**config.mk**
```make
export PLATFORM = sky130hd
export DESIGN_NAME = bcc_top
export DESIGN_NICKNAME = d
export VERILOG_FILES = /design/src/include/bcc_pkg.sv /design/src/hw/bcc_top.sv /design/src/hw/bcc_sync2.sv
export SDC_FILE = /design/constraint.sdc
export NUM_CORES = 1
export LEC_CHECK = 0
export CAP_MARGIN = 20
export CORE_AREA = 2 2 114 116
export CTS_BUF_LIST = sky130_fd_sc_hd__clkbuf_8
export DETAILED_ROUTE_END_ITERATION = 8
export DIE_AREA = 0 0 116 118
export DONT_BUFFER_PORTS = 1
export HOLD_SLACK_MARGIN = 0.12
export MAX_ROUTING_LAYER = met4
export SETUP_SLACK_MARGIN = 0.5
export SYNTH_ARGS = -nofsm -noshare
export SYNTH_HDL_FRONTEND = slang
export SYNTH_HIERARCHICAL = 1
export SYNTH_SLANG_ARGS = --single-unit
```
**constraint.sdc**
```tcl
create_clock -name MCLK -period 1.6 [get_ports MCLK]
set_clock_uncertainty 0.2 [all_clocks]
set_input_delay 0.24 -clock MCLK [delete_from_list [all_inputs] [get_ports MCLK]]
set_output_delay 0.24 -clock MCLK [all_outputs]
set_load 0.005 [all_outputs]
```
**src/include/bcc_pkg.sv**
```systemverilog
`default_nettype none
package bcc_pkg;
	// ----------
	// Memory map decode bounds (inclusive)
	// ----------
	localparam logic [23:0] CGA_LO   = 24'h0B8000;
	localparam logic [23:0] CGA_HI   = 24'h0BBFFF;
	localparam logic [23:0] ROM1_LO  = 24'h0E0000;
	localparam logic [23:0] ROM1_HI  = 24'h0FFFFF;
	localparam logic [23:0] ROM2_LO  = 24'hFE0000;
	localparam logic [23:0] ROM2_HI  = 24'hFFFFFF;
	localparam logic [23:0] UPPER_LO = 24'h080000;
	localparam logic [23:0] BASE_HI  = 24'h09FFFF;
	// ----------
	// Field positions and widths
	// ----------
	localparam int AW        = 24;
	localparam int DW        = 8;
	localparam int VSEL_LSB  = 15;
	localparam int VSEL_MSB  = 16;
	localparam int REF_CW    = 4;
	localparam int REF_PH    = 3;
	localparam int CTL_W     = 20;
	localparam int SYNC_W    = 52;
	// ----------
	// Reset values
	// ----------
	localparam logic [REF_CW-1:0] REF_CNT_RST = 4'hF;
	localparam logic [SYNC_W-1:0] SYNC_RST    = 52'h0;
	// ----------
	// 16/8 conversion sequence
	// ----------
	typedef enum logic [2:0] {
		BCC_IDLE   = 3'b000,
		BCC_FIRST  = 3'b001,
		BCC_LATCH  = 3'b010,
		BCC_SECOND = 3'b011,
		BCC_DONE   = 3'b100
	} bcc_conv_e;
endpackage
`default_nettype wire

```
**src/hw/bcc_top.sv**
```systemverilog
// Notes on behaviour
// Vector read low forces address bit 0 low.
// Memory write out: DMA strobe in DMA mode, else CPU write.
// I/O command pins: inputs in DMA mode, else driven from CPU.
// Processor reset is high while power switches on or off.
// System reset is asserted at power on.
// Upper RAM enable input must be held at zero by the system.
// Colour video select asserted for 0B8000H to 0BBFFFH.
// Refresh enable high runs the refresh circuit.
// Phase low drives refresh address bit 0 and active.
// Dummy address drives second byte; read first byte latched on its rise.
// Swap direction low copies high to low bank, high the reverse.
// Swap enable low only while the second byte transfers.
// Latch strobe pulses high to capture the dummy address.
// Processor hold request follows the DMA hold request.
// Base RAM access low for 0 to 640K, also enabling parity checks.
// BIOS ROM select low for 0E0000H-0FFFFFH and FE0000H-FFFFFFH.
// Inverted address bit 0 in CPU cycles; high makes low byte enable.
// Outside logic drives the system memory indicator.
// Zero wait request ends the CPU cycle without wait states.
// Master DMA holds address enable for the whole operation.
// Address bits 16 and 15 select the video memory chips.
// Hold acknowledge to DMA only after the CPU grants the hold.
// DMA ready held low for one wait cycle, then high.
// Outputs clocked except the three enables; all but the two resets cleared by power on reset.
`timescale 1ns/10ps
`default_nettype none
module bcc_top (
	// Clock, enable, reset
	input  wire logic        MCLK,
	input  wire logic        SRST,
	input  wire logic        CE,
	// Power and reset
	input  wire logic        POWER_ON_RESET_N,
	input  wire logic        POWER_OFF_REQ,
	output logic             PROCESSOR_RESET_OUT,
	output logic             SYSTEM_RESET_OUT,
	// CPU bus
	input  wire logic [23:0] CPU_ADDR,
	input  wire logic [7:0]  CPU_DATA_LO,
	input  wire logic        CPU_MEM_CYCLE,
	input  wire logic        CPU_READ,
	input  wire logic        CPU_BHE_N,
	input  wire logic        CPU_MEMW_N,
	input  wire logic        CPU_IOR_N,
	input  wire logic        CPU_IOW_N,
	input  wire logic        INT_ACK_N,
	input  wire logic        TARGET_8BIT,
	input  wire logic        ZERO_WAIT_REQUEST,
	output logic             CPU_READY_N,
	output logic             SYS_ADDR_BIT0,
	output logic             SYS_ADDR_BIT0_OE,
	output logic             INVERTED_ADDR_BIT0,
	output logic             LOW_BYTE_ENABLE_N,
	output logic [7:0]       FIRST_BYTE,
	// DMA side
	input  wire logic        DMA_HOLD_REQUEST_IN,
	input  wire logic        PROCESSOR_HOLD_ACK_IN,
	input  wire logic        MASTER_DMA_ADDR_ENABLE_N,
	input  wire logic        DMAC_MEMW_N,
	output logic             PROCESSOR_HOLD_REQUEST,
	output logic             DMA_HOLD_ACK_OUT,
	output logic             DMA_READY_OUT,
	output logic             DMA_MEM_WRITE_CMD,
	input  wire logic        DMA_IO_READ_CMD_I,
	output logic             DMA_IO_READ_CMD_O,
	output logic             DMA_IO_READ_CMD_OE,
	input  wire logic        DMA_IO_WRITE_CMD_I,
	output logic             DMA_IO_WRITE_CMD_O,
	output logic             DMA_IO_WRITE_CMD_OE,
	// Memory decode
	input  wire logic        UPPER_RAM_ACCESS_ENABLE,
	input  wire logic        SYSTEM_MEMORY_INDICATOR,
	output logic             COLOR_VIDEO_MEM_SELECT,
	output logic [1:0]       VIDEO_CHIP_SEL,
	output logic             BIOS_ROM_SEL_N,
	output logic             BASE_RAM_ACCESS_N,
	// Refresh
	input  wire logic        REFRESH_ENABLE_IN,
	output logic             REFRESH_ACTIVE_OUT,
	output logic             REFRESH_COUNTER_PHASE,
	output logic             REFRESH_ADDR_BIT0,
	// 16/8 conversion
	output logic             SECOND_BYTE_DUMMY_ADDR,
	output logic             BYTE_SWAP_DIRECTION,
	output logic             BYTE_SWAP_ENABLE_N,
	output logic             DUMMY_ADDR_LATCH_STROBE
);
	// ---------------------------------------------------------------
	// Input synchronisers
	// ---------------------------------------------------------------
	logic [bcc_pkg::SYNC_W-1:0] raw;
	logic [bcc_pkg::SYNC_W-1:0] syn;
	logic [23:0]                a;
	logic [7:0]                 d;
	logic por_n, pwr_off, hrq, hlda_in, aen_n, dmemw_n, dior_n, diow_n;
	logic ref_en, cyc, rd, bhe_n, memw_n, ior_n, iow_n, inta_n, t8, zw;
	logic ram_op, sys_ind;
	logic rst;

	assign raw = {CPU_ADDR, CPU_DATA_LO, POWER_ON_RESET_N, POWER_OFF_REQ,
		DMA_HOLD_REQUEST_IN, PROCESSOR_HOLD_ACK_IN, MASTER_DMA_ADDR_ENABLE_N,
		DMAC_MEMW_N, DMA_IO_READ_CMD_I, DMA_IO_WRITE_CMD_I, REFRESH_ENABLE_IN,
		CPU_MEM_CYCLE, CPU_READ, CPU_BHE_N, CPU_MEMW_N, CPU_IOR_N, CPU_IOW_N,
		INT_ACK_N, TARGET_8BIT, ZERO_WAIT_REQUEST, UPPER_RAM_ACCESS_ENABLE,
		SYSTEM_MEMORY_INDICATOR};

	bcc_sync2 #(
		.W   (bcc_pkg::SYNC_W),
		.RST (bcc_pkg::SYNC_RST)
	) u_sync (
		.clk  (MCLK),
		.srst (SRST),
		.ce   (CE),
		.d    (raw),
		.q    (syn)
	);

	assign {a, d, por_n, pwr_off, hrq, hlda_in, aen_n, dmemw_n, dior_n,
		diow_n, ref_en, cyc, rd, bhe_n, memw_n, ior_n, iow_n, inta_n, t8, zw,
		ram_op, sys_ind} = syn;

	// Power on reset clears the block too
	assign rst = SRST | ~por_n;

	// ---------------------------------------------------------------
	// Reset outputs
	// ---------------------------------------------------------------
	// Held active through SRST; sync stage starts at zero so resets assert
	always_ff @(posedge MCLK) begin
		if (SRST) begin
			PROCESSOR_RESET_OUT <= 1'b1;
			SYSTEM_RESET_OUT    <= 1'b1;
		end else if (CE) begin
			PROCESSOR_RESET_OUT <= ~por_n | pwr_off;
			SYSTEM_RESET_OUT    <= ~por_n;
		end
	end

	// ---------------------------------------------------------------
	// Hold handshake
	// ---------------------------------------------------------------
	logic dma_mode;

	// Ack only once the CPU has granted; drops with the request
	always_ff @(posedge MCLK) begin
		if (rst) begin
			PROCESSOR_HOLD_REQUEST <= 1'b0;
			DMA_HOLD_ACK_OUT       <= 1'b0;
		end else if (CE) begin
			PROCESSOR_HOLD_REQUEST <= hrq;
			DMA_HOLD_ACK_OUT       <= hrq & hlda_in;
		end
	end

	assign dma_mode = DMA_HOLD_ACK_OUT;

	// ---------------------------------------------------------------
	// Command routing
	// ---------------------------------------------------------------
	// Pins released while the DMA owns the I/O commands
	assign DMA_IO_READ_CMD_OE  = ~dma_mode;
	assign DMA_IO_WRITE_CMD_OE = ~dma_mode;

	// Commands, all active low
	always_ff @(posedge MCLK) begin
		if (rst) begin
			DMA_MEM_WRITE_CMD  <= 1'b1;
			DMA_IO_READ_CMD_O  <= 1'b1;
			DMA_IO_WRITE_CMD_O <= 1'b1;
		end else if (CE) begin
			DMA_MEM_WRITE_CMD  <= dma_mode ? dmemw_n : memw_n;
			DMA_IO_READ_CMD_O  <= ior_n;
			DMA_IO_WRITE_CMD_O <= iow_n;
		end
	end

	// ---------------------------------------------------------------
	// DMA wait state
	// ---------------------------------------------------------------
	logic dcmd;
	logic dcmd_d;

	// Master DMA holds its address enable for the whole operation
	assign dcmd = dma_mode & ~aen_n & (~dmemw_n | ~dior_n | ~diow_n);

	// One low cycle at the start of every DMA command
	always_ff @(posedge MCLK) begin
		if (rst) begin
			dcmd_d        <= 1'b0;
			DMA_READY_OUT <= 1'b1;
		end else if (CE) begin
			dcmd_d        <= dcmd;
			DMA_READY_OUT <= ~(dcmd & ~dcmd_d);
		end
	end

	// ---------------------------------------------------------------
	// Address decode
	// ---------------------------------------------------------------
	logic mem_act;
	logic in_cga;
	logic in_rom;
	logic in_base;

	assign mem_act = cyc | dma_mode;
	assign in_cga  = (a >= bcc_pkg::CGA_LO) && (a <= bcc_pkg::CGA_HI);
	assign in_rom  = ((a >= bcc_pkg::ROM1_LO) && (a <= bcc_pkg::ROM1_HI))
		|| ((a >= bcc_pkg::ROM2_LO) && (a <= bcc_pkg::ROM2_HI));
	// Upper 128K only when the enable input is at zero
	assign in_base = (a <= bcc_pkg::BASE_HI)
		&& ((a < bcc_pkg::UPPER_LO) || ~ram_op);

	// Registered to hide address skew
	always_ff @(posedge MCLK) begin
		if (rst) begin
			COLOR_VIDEO_MEM_SELECT <= 1'b0;
			VIDEO_CHIP_SEL         <= 2'h0;
			BIOS_ROM_SEL_N         <= 1'b1;
			BASE_RAM_ACCESS_N      <= 1'b1;
		end else if (CE) begin
			COLOR_VIDEO_MEM_SELECT <= mem_act & in_cga;
			VIDEO_CHIP_SEL         <= a[bcc_pkg::VSEL_MSB:bcc_pkg::VSEL_LSB];
			BIOS_ROM_SEL_N         <= ~(mem_act & in_rom);
			BASE_RAM_ACCESS_N      <= ~(mem_act & in_base & sys_ind);
		end
	end

	// ---------------------------------------------------------------
	// Address bit 0 handling
	// ---------------------------------------------------------------
	assign SYS_ADDR_BIT0_OE = ~dma_mode;

	// Vector reads must see an even address
	always_ff @(posedge MCLK) begin
		if (rst) begin
			SYS_ADDR_BIT0      <= 1'b0;
			INVERTED_ADDR_BIT0 <= 1'b0;
			LOW_BYTE_ENABLE_N  <= 1'b1;
		end else if (CE) begin
			SYS_ADDR_BIT0      <= inta_n & a[0];
			INVERTED_ADDR_BIT0 <= cyc & ~dma_mode & ~a[0];
			LOW_BYTE_ENABLE_N  <= ~(cyc & ~dma_mode & ~a[0]);
		end
	end

	// ---------------------------------------------------------------
	// Refresh
	// ---------------------------------------------------------------
	logic [bcc_pkg::REF_CW-1:0] ref_cnt;
	logic                       ref_row;

	// Advances only while enabled
	always_ff @(posedge MCLK) begin
		if (rst) begin
			ref_cnt <= bcc_pkg::REF_CNT_RST;
			ref_row <= 1'b0;
		end else if (CE && ref_en) begin
			ref_cnt <= ref_cnt + 1'b1;
			if (ref_cnt == bcc_pkg::REF_CNT_RST) begin
				ref_row <= ~ref_row;
			end
		end
	end

	// Phase registered with address and strobe so all three align
	always_ff @(posedge MCLK) begin
		if (rst) begin
			REFRESH_COUNTER_PHASE <= bcc_pkg::REF_CNT_RST[bcc_pkg::REF_PH];
			REFRESH_ACTIVE_OUT <= 1'b0;
			REFRESH_ADDR_BIT0  <= 1'b0;
		end else if (CE) begin
			REFRESH_COUNTER_PHASE <= ref_cnt[bcc_pkg::REF_PH];
			REFRESH_ACTIVE_OUT <= ref_en & ~ref_cnt[bcc_pkg::REF_PH];
			REFRESH_ADDR_BIT0  <= ~ref_cnt[bcc_pkg::REF_PH] & ref_row;
		end
	end

	// ---------------------------------------------------------------
	// 16/8 conversion sequencer
	// ---------------------------------------------------------------
	bcc_pkg::bcc_conv_e state;
	bcc_pkg::bcc_conv_e next_state;
	logic               start;

	// Word access to a byte-wide target on an even address
	assign start = cyc & t8 & ~bhe_n & ~a[0] & ~dma_mode;

	always_comb begin
		next_state = state;
		case (state)
			bcc_pkg::BCC_IDLE: begin
				if (start) begin
					next_state = bcc_pkg::BCC_FIRST;
				end
			end
			bcc_pkg::BCC_FIRST:  next_state = bcc_pkg::BCC_LATCH;
			bcc_pkg::BCC_LATCH:  next_state = bcc_pkg::BCC_SECOND;
			bcc_pkg::BCC_SECOND: next_state = bcc_pkg::BCC_DONE;
			bcc_pkg::BCC_DONE: begin
				if (!cyc) begin
					next_state = bcc_pkg::BCC_IDLE;
				end
			end
			default: next_state = bcc_pkg::BCC_IDLE;
		endcase
	end

	always_ff @(posedge MCLK) begin
		if (rst) begin
			state <= bcc_pkg::BCC_IDLE;
		end else if (CE) begin
			state <= next_state;
		end
	end

	// Strobe, dummy address and swap enable follow the next state so they align with it
	always_ff @(posedge MCLK) begin
		if (rst) begin
			DUMMY_ADDR_LATCH_STROBE <= 1'b0;
			SECOND_BYTE_DUMMY_ADDR  <= 1'b0;
			BYTE_SWAP_ENABLE_N      <= 1'b1;
			BYTE_SWAP_DIRECTION     <= 1'b0;
		end else if (CE) begin
			DUMMY_ADDR_LATCH_STROBE <= next_state == bcc_pkg::BCC_LATCH;
			SECOND_BYTE_DUMMY_ADDR  <= next_state == bcc_pkg::BCC_SECOND;
			BYTE_SWAP_ENABLE_N      <= next_state != bcc_pkg::BCC_SECOND;
			if (state == bcc_pkg::BCC_IDLE) begin
				BYTE_SWAP_DIRECTION <= rd;
			end
		end
	end

	// First byte captured as the dummy address rises on a read
	always_ff @(posedge MCLK) begin
		if (rst) begin
			FIRST_BYTE <= 8'h00;
		end else if (CE && rd && state == bcc_pkg::BCC_LATCH) begin
			FIRST_BYTE <= d;
		end
	end

	// ---------------------------------------------------------------
	// CPU ready
	// ---------------------------------------------------------------
	logic cyc_d;

	// Plain cycles: one wait state unless zero wait is requested; conversions wait for BCC_DONE
	always_ff @(posedge MCLK) begin
		if (rst) begin
			cyc_d       <= 1'b0;
			CPU_READY_N <= 1'b1;
		end else if (CE) begin
			cyc_d       <= cyc;
			CPU_READY_N <= ~((state == bcc_pkg::BCC_DONE)
				| (cyc & ~start & (state == bcc_pkg::BCC_IDLE) & (zw | cyc_d)));
		end
	end

	// ---------------------------------------------------------------
	// Assertions
	// ---------------------------------------------------------------
	property p_inta;
		@(posedge MCLK) disable iff (rst) CE && !inta_n |=> !SYS_ADDR_BIT0;
	endproperty
	a_inta: assert property (p_inta) else $error("bit0 not forced low");

	property p_memw;
		@(posedge MCLK) disable iff (rst)
			CE && !dma_mode |=> DMA_MEM_WRITE_CMD == $past(memw_n);
	endproperty
	a_memw: assert property (p_memw) else $error("cpu write not passed");

	property p_ior;
		@(posedge MCLK) disable iff (rst)
			CE && !ior_n |=> !DMA_IO_READ_CMD_O;
	endproperty
	a_ior: assert property (p_ior) else $error("io read not driven");

	property p_processor_reset_out;
		@(posedge MCLK) disable iff (SRST) CE && pwr_off |=> PROCESSOR_RESET_OUT;
	endproperty
	a_processor_reset_out: assert property (p_processor_reset_out) else $error("cpu reset missing");

	property p_cga;
		@(posedge MCLK) disable iff (rst)
			CE && cyc && in_cga |=> COLOR_VIDEO_MEM_SELECT && BIOS_ROM_SEL_N;
	endproperty
	a_cga: assert property (p_cga) else $error("video select wrong");

	property p_ref;
		@(posedge MCLK) disable iff (rst)
			CE && ref_en |=> REFRESH_ACTIVE_OUT == !REFRESH_COUNTER_PHASE;
	endproperty
	a_ref: assert property (p_ref) else $error("refresh not active");

	property p_conv;
		@(posedge MCLK) disable iff (rst)
			CE && DUMMY_ADDR_LATCH_STROBE |=>
			!BYTE_SWAP_ENABLE_N && SECOND_BYTE_DUMMY_ADDR && !DUMMY_ADDR_LATCH_STROBE;
	endproperty
	a_conv: assert property (p_conv) else $error("second byte phase wrong");

	property p_hold;
		@(posedge MCLK) disable iff (rst)
			CE && hrq && hlda_in |=> PROCESSOR_HOLD_REQUEST && DMA_HOLD_ACK_OUT;
	endproperty
	a_hold: assert property (p_hold) else $error("hold handshake wrong");

	property p_dma_ready_out;
		@(posedge MCLK) disable iff (rst)
			CE && !DMA_READY_OUT |=> DMA_READY_OUT;
	endproperty
	a_dma_ready_out: assert property (p_dma_ready_out) else $error("dma wait too long");
endmodule // bcc_top
`default_nettype wire

```
**src/hw/bcc_sync2.sv**
```systemverilog
`timescale 1ns/10ps
`default_nettype none
module bcc_sync2 #(
	parameter int                 W   = 1,
	parameter logic [W-1:0]       RST = '0
) (
	// Clock and control
	input  wire logic             clk,
	input  wire logic             srst,
	input  wire logic             ce,
	// Data
	input  wire logic [W-1:0]     d,
	output logic      [W-1:0]     q
);
	logic [W-1:0] meta;

	// Two stages; first stage feeds only the second
	always_ff @(posedge clk) begin
		if (srst) begin
			meta <= RST;
			q    <= RST;
		end else if (ce) begin
			meta <= d;
			q    <= meta;
		end
	end
endmodule // bcc_sync2
`default_nettype wire

```
# --- Word-level counts from Yosys, hierarchy flattened ---
# Index checks and enable logic that the tools add are counted.
classes:
  addsub: 1
  multipliers: 0
  div: 0
  n_lt_le_gt_ge: 8
  eq_ne: 8
  n_shift: 0
  mux: 4
  bitwise: 45
  reduce_logical: 12
ops:
  columns: ["cell", "count"]
  rows:
  - ["24-bit by 20-bit <= comparator with 1-bit output, second input constant", 3]
  - ["24-bit by 20-bit greater-or-equal comparator with 1-bit output, second input constant", 2]
  - ["24-bit greater-or-equal comparator, second input constant", 1]
  - ["24-bit <= comparator, second input constant", 1]
  - ["24-bit by 20-bit < comparator with 1-bit output, second input constant", 1]
  - ["1-bit AND", 20]
  - ["1-bit NOT", 18]
  - ["3-bit one-hot mux with 5 select lines", 1]
  - ["3-bit by 2-bit equality test with 1-bit output, second input constant", 4]
  - ["1-bit logical AND", 7]
  - ["1-bit OR", 7]
  - ["3-bit 2-to-1 mux", 2]
  - ["4-bit by 1-bit adder with 4-bit output, second input constant", 1]
  - ["4-bit equality test, second input constant", 1]
  - ["2-bit AND reduction", 2]
  - ["3-bit by 1-bit equality test with 1-bit output, second input constant", 1]
  - ["3-bit equality test, second input constant", 1]
  - ["3-bit logical NOT", 1]
  - ["3-bit by 2-bit != test with 1-bit output, second input constant", 1]
  - ["1-bit logical OR", 2]
  - ["1-bit 2-to-1 mux", 1]
word_totals:
  ff_bits: 146
  latchBits: 0
  ramBits: 0
  mem_bits_ro: 0
  in_bits: 55
  mem_count: 0

# --- Longest topological paths before layout ---
# Gate-level depths: netlist of run 1.
depth:
  word_depth: 10
  depth_mapped: 5
  depth_no_buf: 4

# --- Hierarchy ---
# Netlist of run 1, hierarchy kept.
by_module_without_submodules:
  columns: ["module", "instances", "cells_each", "area_each_um2"]
  rows:
  - ["bcc_sync2", 1, 336, 3707.3]
  - ["bcc_top", 1, 201, 1755.4]

# --- Least setup slack after synthesis of run 1 ---
# OpenSTA, ideal clock, no wires.
synth_timing:
  kind: "register -> register"
  startpoint: "register u_sync.q[48]"
  endpoint: "register BASE_RAM_ACCESS_N"
  arrival_ps: 1145
  required_ps: 1279
  setup_slack_ps: 134
  path_stages_with_launch: 4
  path_buffers: 0
  period_less_slack_ps: 1466
  path_cell_list: "dfxtp_1 > or4_4 > nor4_2 > o21ai_1"
synth_between:
  elab_chain_cells: 6
  elab_cells_between_ends: 7
  cone_classes: "order compare: 2; bitwise: 3; reduce/logical: 2"
synth_rtl:
  columns: ["element", "line_no", "source"]
  rows:
  - ["start, declared", "bcc_sync2.sv:13", "output logic [W-1:0] q"]
  - ["start signal, assigned", "bcc_sync2.sv:24", "q <= meta;"]
  - ["24-bit by 20-bit < comparator with 1-bit output", "bcc_top.sv:212", "&& ((a < bcc_pkg::UPPER_LO) || ~ram_op);"]
  - ["1-bit logical OR", "bcc_top.sv:212", null]
  - ["1-bit logical AND (*)", "bcc_top.sv:212", null]
  - ["1-bit AND (*) (2 in series)", "bcc_top.sv:225", "BASE_RAM_ACCESS_N <= ~(mem_act & in_base & sys_ind);"]
  - ["1-bit NOT (*)", "bcc_top.sv:225", null]
  - ["end signal, assigned", "bcc_top.sv:225", null]
  - ["end, declared", "bcc_top.sv:77", "output logic BASE_RAM_ACCESS_N,"]
# Every way passes the cells marked *; elsewhere a longest branch is shown, timed or not.
# A chain may end at the register's enable or synchronous reset.

# --- Worst setup path after layout of run 1 ---
layout_timing:
  startpoint: "register u_sync.q[51]"
  endpoint: "register BASE_RAM_ACCESS_N"
# The elaborated chain is that of the path after synthesis.

==> results of run 1 <==
==> worst max path at each step <==
stage | start | end | slack [ns] | cells after the start
global placement | u_sync/q[51]$_SDFFE_PP0P_ | BASE_RAM_ACCESS_N$_SDFFE_PP1P_ | 0.11 | 3
CTS | u_sync/q[51]$_SDFFE_PP0P_ | BASE_RAM_ACCESS_N$_SDFFE_PP1P_ | 0.11 | 3
floorplan | u_sync/q[51]$_SDFFE_PP0P_ | BASE_RAM_ACCESS_N$_SDFFE_PP1P_ | 0.16 | 3
global route | u_sync/q[51]$_SDFFE_PP0P_ | BIOS_ROM_SEL_N$_SDFFE_PP1P_ | 0.08 | 3
detailed placement | u_sync/q[51]$_SDFFE_PP0P_ | BASE_RAM_ACCESS_N$_SDFFE_PP1P_ | 0.11 | 3
finish | u_sync/q[51]$_SDFFE_PP0P_ | BASE_RAM_ACCESS_N$_SDFFE_PP1P_ | 0.11 | 3
==> worst register-to-register path: cells and delay by family (launching register included) <==
family,cells,cell delay (ns)
and+or+nand+nor,2,0.78
DFF,1,0.32
AOI/OAI and AO/OA,1,0.08
==> per-layer routing <==
layer	up-vias	part of all wire, %	global-route usage, %
met5	-	0	-
met4	0	1.9	6.62
met3	14	6.2	6.59
met2	69	48	23.1
met1	1491	44	17.4
li1	1563	-	-
==> layout by cell type, fill, tap and decap left out, types with 3 or more instances in the layout <==
master      count
o21ai_2         8
nor2b_1         3
dfxtp_4         6
o21ai_1         8
dfxtp_2        33
nand3_1         7
mux2i_1        86
bufinv_16       5
buf_4          13
nand4_1         3
a21oi_1        11
nor2_1         94
o21ai_0         5
inv_1           4
clkinvlp_4      3
nand2_2         3
buf_6          10
nand3_2        10
nand2b_1        4
dfxtp_1        81
clkbuf_8       17
nand2_1         9
a21oi_2         9
==> metrics by stage <==
stage	cell area [um^2]	cells	hold slack, ns
after CTS	5440	646	-0.363
final	5550	649	-0.326
after global placement	4710	599	0.115
after detailed placement	4710	599	0.119
after floorplan	4740	455	0.141
after global routing	5550	649	-0.368
==> sequential cells by signal (all words and copies together), names as in the netlist, 2 cells and up <==
name / cells
u_sync/q: 39
VIDEO_CHIP_SEL: 2
FIRST_BYTE: 8
u_sync/meta: 39
state: 3
ref_cnt: 4
==> layout make-up <==
class / count / area [um^2]
Clock buffer: 17 / 234
Clock inverter: 15 / 211
Fill cell: 1207 / 6860
Inverter: 4 / 17.5
Multi-Input combinational cell: 295 / 2150
Sequential cell: 120 / 2470
Tap cell: 172 / 215
Timing Repair Buffer: 26 / 263
==> report_power, final <==
group	internal (mW)	switching (mW)
clock	1.83	1.19
sequential	3.07	0.0609
combinational	0.142	0.0933
==> what timing repair did <==
item	CTS	global route
endpoints found under the setup margin	70	71
pin swaps	15	8
gates cloned	2	1
hold endpoints to repair	120	120
buffers inserted	13	2
gates resized for setup	77	26
==> implementation parameters, run 1 <==
Parameter                              Value

Status
  Status ... finished, violations left
  Violated checks ... hold timing

Power and ir drop
  Post-layout total power ... 6.39 mW
  Highest ir drop seen on vdd ... 571 uV
  Pleak ... 2.20 nW
  Power per cell area ... 1150 mW/mm^2

Hold path
  Hold Path Origin ... SRST
  Number of cells on the worst hold path ... 1
  End point of the worst hold path ... u_sync/q[13]$_SDFFE_PP0P_
  Class of the tightest hold or removal check ... in -> reg

STA
  Fin Setup TNS ... 0 ns
  Final hold viol count ... 109
  Max Fclk ... 671 MHz
  Least setup slack across all paths after layout ... 0.110 ns
  Final slew viol count ... 0
  Worst relative slew slack ... 76.1%
  Final critical-path share of the clock period ... 93.1%
  Actual slew at the worst max-slew pin ... 0.358 ns
  Crit path time final ... 1.49 ns
  Setup repair after global routing missed its margin ... true
  Minimum hold slack ... -0.326 ns
  # setup viols final ... 0

Setup path
  Endpoint type of the worst setup path ... flip-flop
  Cell breakdown of the critical path ... or4_4 > nor4_2 > o21ai_1
  Arrival time worst endpoint ... 1.61 ns
  Buffers & Inverters on Critical Path ... 0
  Stage delay of the slowest cell on the critical path ... 0.56 ns
  Largest delay contributor family on the critical path ... simple AND/OR/NAND/NOR gates
  Flop2flop setup slack ... 0.11 ns
  Crit path max-delay cell type ... or4_4
  CP max FO ... 3
  End of the worst register-to-register path ... BASE_RAM_ACCESS_N$_SDFFE_PP1P_
  Required time worst endpoint ... 1.72 ns
  Depth of the worst register-to-register path ... 3
  Kind of start point of the critical path ... flip-flop
  Startpoint of the worst-slack reg-to-reg timing path ... u_sync/q[51]$_SDFFE_PP0P_
  Worst Path Class, Setup ... reg -> reg

Finish
  Fraction of final layout cells sized beyond drive strength 1 ... 30.8%
  Antenna diode instance count ... 0
  Area added between synthesis and finish ... 22.0%
  Post-layout util ... 44.7%
  # nets final ... 520

GRT
  Number of global-route vias before repair ... 3001
  GRT overflow ... 0
  Antenna violations before repair ... 0
  Wire length of the first global-routing pass ... 15.4 mm
  Overall Global Routing Usage ... 15.2%
  Pin count of the biggest net entering global routing ... 115

Route
  Routed Wire Length ... 9.95 mm
  DRT Pass-1 Iters ... 4
  Initial DRC count ... 153
  Wirelength per Cell ... 15.3 um
  Residual DRC count ... 0
  Vias ... 3137
  Average vias per placed instance ... 4.83
  Remaining antenna violation count after routing ... 0

Synthesis
  Post-Syn Area per Cell ... 10.0 um^2
  Yosys synthesis warning count ... 6
  Cell count after synthesis ... 455
  Post-synth design cell area ... 0.00455 mm^2
  Post-synth net total ... 511

Die
  Core area ... 0.0124 mm^2
  Initial Util ... 36.7%
  Chip Width ... 116 um
  Rows ... 41
  Overall die area ... 0.0137 mm^2
  Die Height ... 118 um
  Boundary Pins ... 90

Placement
  Number of buffers added on ports ... 0
  Final HPWL DP ... 5.94 mm
  Pre-CTS setup slack ... 0.109 ns
  GPL Wtd Cong ... 0.754

Clock tree
  CTS root buf ... clkbuf_8
  Level count of the clock H-tree ... 4
  Clock Path Buffers ... 2
  Number of buffers inserted during clock tree synthesis ... 17
  Clock insertion delay at the later pin of the skew report ... 0.43 ns
  Clock Sinks ... 120
  CTS tree ... done
  Clock edge transition at the registers on the reported setup and hold paths ... 0.07 ns

Flow run
  Max-capacitance violation count ... 0
(Power assumes the default switching activity.)
==> run 2: changes to the inputs <==
--- a/constraint.sdc
+++ b/constraint.sdc
@@ -4,2 +4,2 @@
 set_output_delay 0.24 -clock MCLK [all_outputs]
-set_load 0.005 [all_outputs]
+set_load 0.01 [all_outputs]
==> run 2 against run 1 <==
The flow still finishes with violations (hold timing). Hold slack worse by 0.00074 ns. Wire length up 0.19%. Total power up 0.51%. Register-to-register slack about the same. Non-clock buffer count up 4. Critical endpoint is now BIOS_ROM_SEL_N$_SDFFE_PP1P_.
==> implementation parameters, run 2 (same netlist as run 1, synthesis figures left out) <==
Parameter                              Value

Status
  Status ... finished, violations left
  Violated checks ... hold timing

STA
  Worst relative slew slack ... 51.6% (-25 points)
  Crit path time final ... 1.49 ns (+0.00190 ns)
  Actual slew at the worst max-slew pin ... 0.726 ns (+0.367 ns)
  # setup viols final ... 0 (unchanged)
  Max Fclk ... 670 MHz (-0.13%)
  Fin Setup TNS ... 0 ns (unchanged)
  Final hold viol count ... 104 (-4.6%)
  Minimum hold slack ... -0.327 ns (-0.000741 ns)
  Final slew viol count ... 0 (unchanged)
  Setup repair after global routing missed its margin ... true
  Least setup slack across all paths after layout ... 0.108 ns (-0.00190 ns)
  Final critical-path share of the clock period ... 93.3% (+0.12 points)

Clock tree
  Clock insertion delay at the later pin of the skew report ... 0.43 ns (about the same)
  CTS tree ... done
  CTS root buf ... clkbuf_8
  Clock edge transition at the registers on the reported setup and hold paths ... 0.07 ns (about the same)
  Clock Path Buffers ... 2 (unchanged)
  Level count of the clock H-tree ... 4 (unchanged)
  Clock Sinks ... 120 (unchanged)
  Number of buffers inserted during clock tree synthesis ... 17 (unchanged)

Power and ir drop
  Highest ir drop seen on vdd ... 696 uV (+22%)
  Pleak ... 2.25 nW (+2.4%)
  Power per cell area ... 1120 mW/mm^2 (-2.6%)

Die
  Initial Util ... 36.7% (unchanged)
  Die Height ... 118 um (unchanged)
  Rows ... 41 (unchanged)
  Core area ... 0.0124 mm^2 (unchanged)
  Overall die area ... 0.0137 mm^2 (unchanged)
  Chip Width ... 116 um (unchanged)
  Boundary Pins ... 90 (unchanged)

Hold path
  Class of the tightest hold or removal check ... in -> reg

Setup path
  Arrival time worst endpoint ... 1.61 ns (about the same)
  Kind of start point of the critical path ... flip-flop
  CP max FO ... 3 (unchanged)
  Required time worst endpoint ... 1.72 ns (about the same)
  Endpoint type of the worst setup path ... flip-flop
  Worst Path Class, Setup ... reg -> reg

Finish
  Total area of multi-input combinational cells ... 0.00222 mm^2 (+3.5%)
  Commonest cells after routing, fill and taps aside ... nor2_1, mux2i_1, dfxtp_1
  Biggest registers after layout ... u_sync/meta x39, u_sync/q x39, FIRST_BYTE x8
  # nets final ... 524 (+0.77%)
  Fillcell total ... 1198 (-0.75%)
  Fraction of final layout cells sized beyond drive strength 1 ... 34.5% (+3.7 points)
  Total area of sequential cells ... 0.00251 mm^2 (+1.7%)
  Antenna diode instance count ... 0 (unchanged)
  Area added between synthesis and finish ... 25.9%
  Leading cell type in the layout, fill and taps excluded ... nor2_1

Placement
  Number of buffers added on ports ... 0 (unchanged)
  Pre-CTS setup slack ... 0.0967 ns (-0.0125 ns)
  GPL Wtd Cong ... 0.757 (+0.33%)
  Final HPWL DP ... 5.99 mm (+0.80%)

Route
  Residual DRC count ... 0 (unchanged)
  Wirelength per Cell ... 15.3 um (-0.42%)
  DRT Pass-1 Iters ... 4 (unchanged)
  Routed Wire Length ... 9.97 mm (+0.19%)
  Remaining antenna violation count after routing ... 0 (unchanged)
  Average vias per placed instance ... 4.90 (+1.3%)
  Vias ... 3197 (+1.9%)
  Initial DRC count ... 145 (-5.2%)

GRT
  Wire length of the first global-routing pass ... 15.8 mm (+2.6%)
  GRT overflow ... 0 (unchanged)
  Antenna violations before repair ... 0 (unchanged)
  Pin count of the biggest net entering global routing ... 115 (unchanged)
  Overall Global Routing Usage ... 15.5% (+0.29 points)
  Number of global-route vias before repair ... 3091 (+3.0%)

Flow run
  Max-capacitance violation count ... 0 (unchanged)
## run 2: changes by cell type in the layout (fill, tap and decap cells not counted), sizes merged
cell	before	now
clkinvlp	3	1
buf	26	30
clkbuf	17	19
bufinv	5	4
clkinv	4	6
inv	7	6
## run 2: final cells by class
class / instances / share of cell area, %
flip-flops and latches: 120 / 43.7
clock buffers: 19 / 4.56
clock inverters: 13 / 3.38
multi-input cells: 295 / 38.8
well taps: 172 / 3.75
inverters: 4 / 0.393
repair buffers: 30 / 5.41
## run 2: worst max-delay path, stage by stage, from the launching register on
cell and delay, ns:
dfxtp_2 0.32, or4_4 0.57, a211oi_2 0.20, o21ai_1 0.09
## run 2: repair_timing
action                                  4_1_cts  5_1_grt
gates cloned                                  2        0
endpoints found under the hold margin       120      120
pin swaps                                    21       20
gates resized for setup                      95       51
setup buffers                                15        5
endpoints found under the setup margin       75       73
## run 2: metal layers
layer	part of all wire, %	wire [um]	GRT usage, %
met1	44	4340	17.8
met4	1.7	170	6.25
met2	48	4770	24.0
met3	6.9	692	6.39
met5	0	0	-
## run 2: stage by stage
step / instances / utilization [%] / total power, mW / instance area [um^2]
after detailed placement: 599 / 37.8 / 3.42 / 4700
final: 653 / 46.2 / 6.42 / 5730
after global placement: 599 / 37.8 / 3.41 / 4700
after floorplan: 455 / - / 3.50 / 4740
after CTS: 648 / 44.3 / 6.51 / 5500
after global routing: 653 / 46.2 / 6.71 / 5730
## run 2: path summary, 6_finish.rpt
kind,from,end,slack [ns],depth (start not counted)
setup / recovery,u_sync/q[48]$_SDFFE_PP0P_,BIOS_ROM_SEL_N$_SDFFE_PP1P_,0.11,3
hold / removal,SRST,u_sync/meta[16]$_SDFFE_PP0P_,-0.33,1
setup reg to reg,u_sync/q[48]$_SDFFE_PP0P_,BIOS_ROM_SEL_N$_SDFFE_PP1P_,0.11,3
hold reg to reg,u_sync/q[24]$_SDFFE_PP0P_,FIRST_BYTE[4]$_SDFFE_PP0P_,0.27,2
## run 2: power by group
| part | internal [mW] | switching [mW] |
|---|---|---|
| Clock | 1.80 | 1.27 |
| Combinational | 0.150 | 0.102 |
| Sequential | 3.05 | 0.0605 |
| Total | 5.00 | 1.43 |
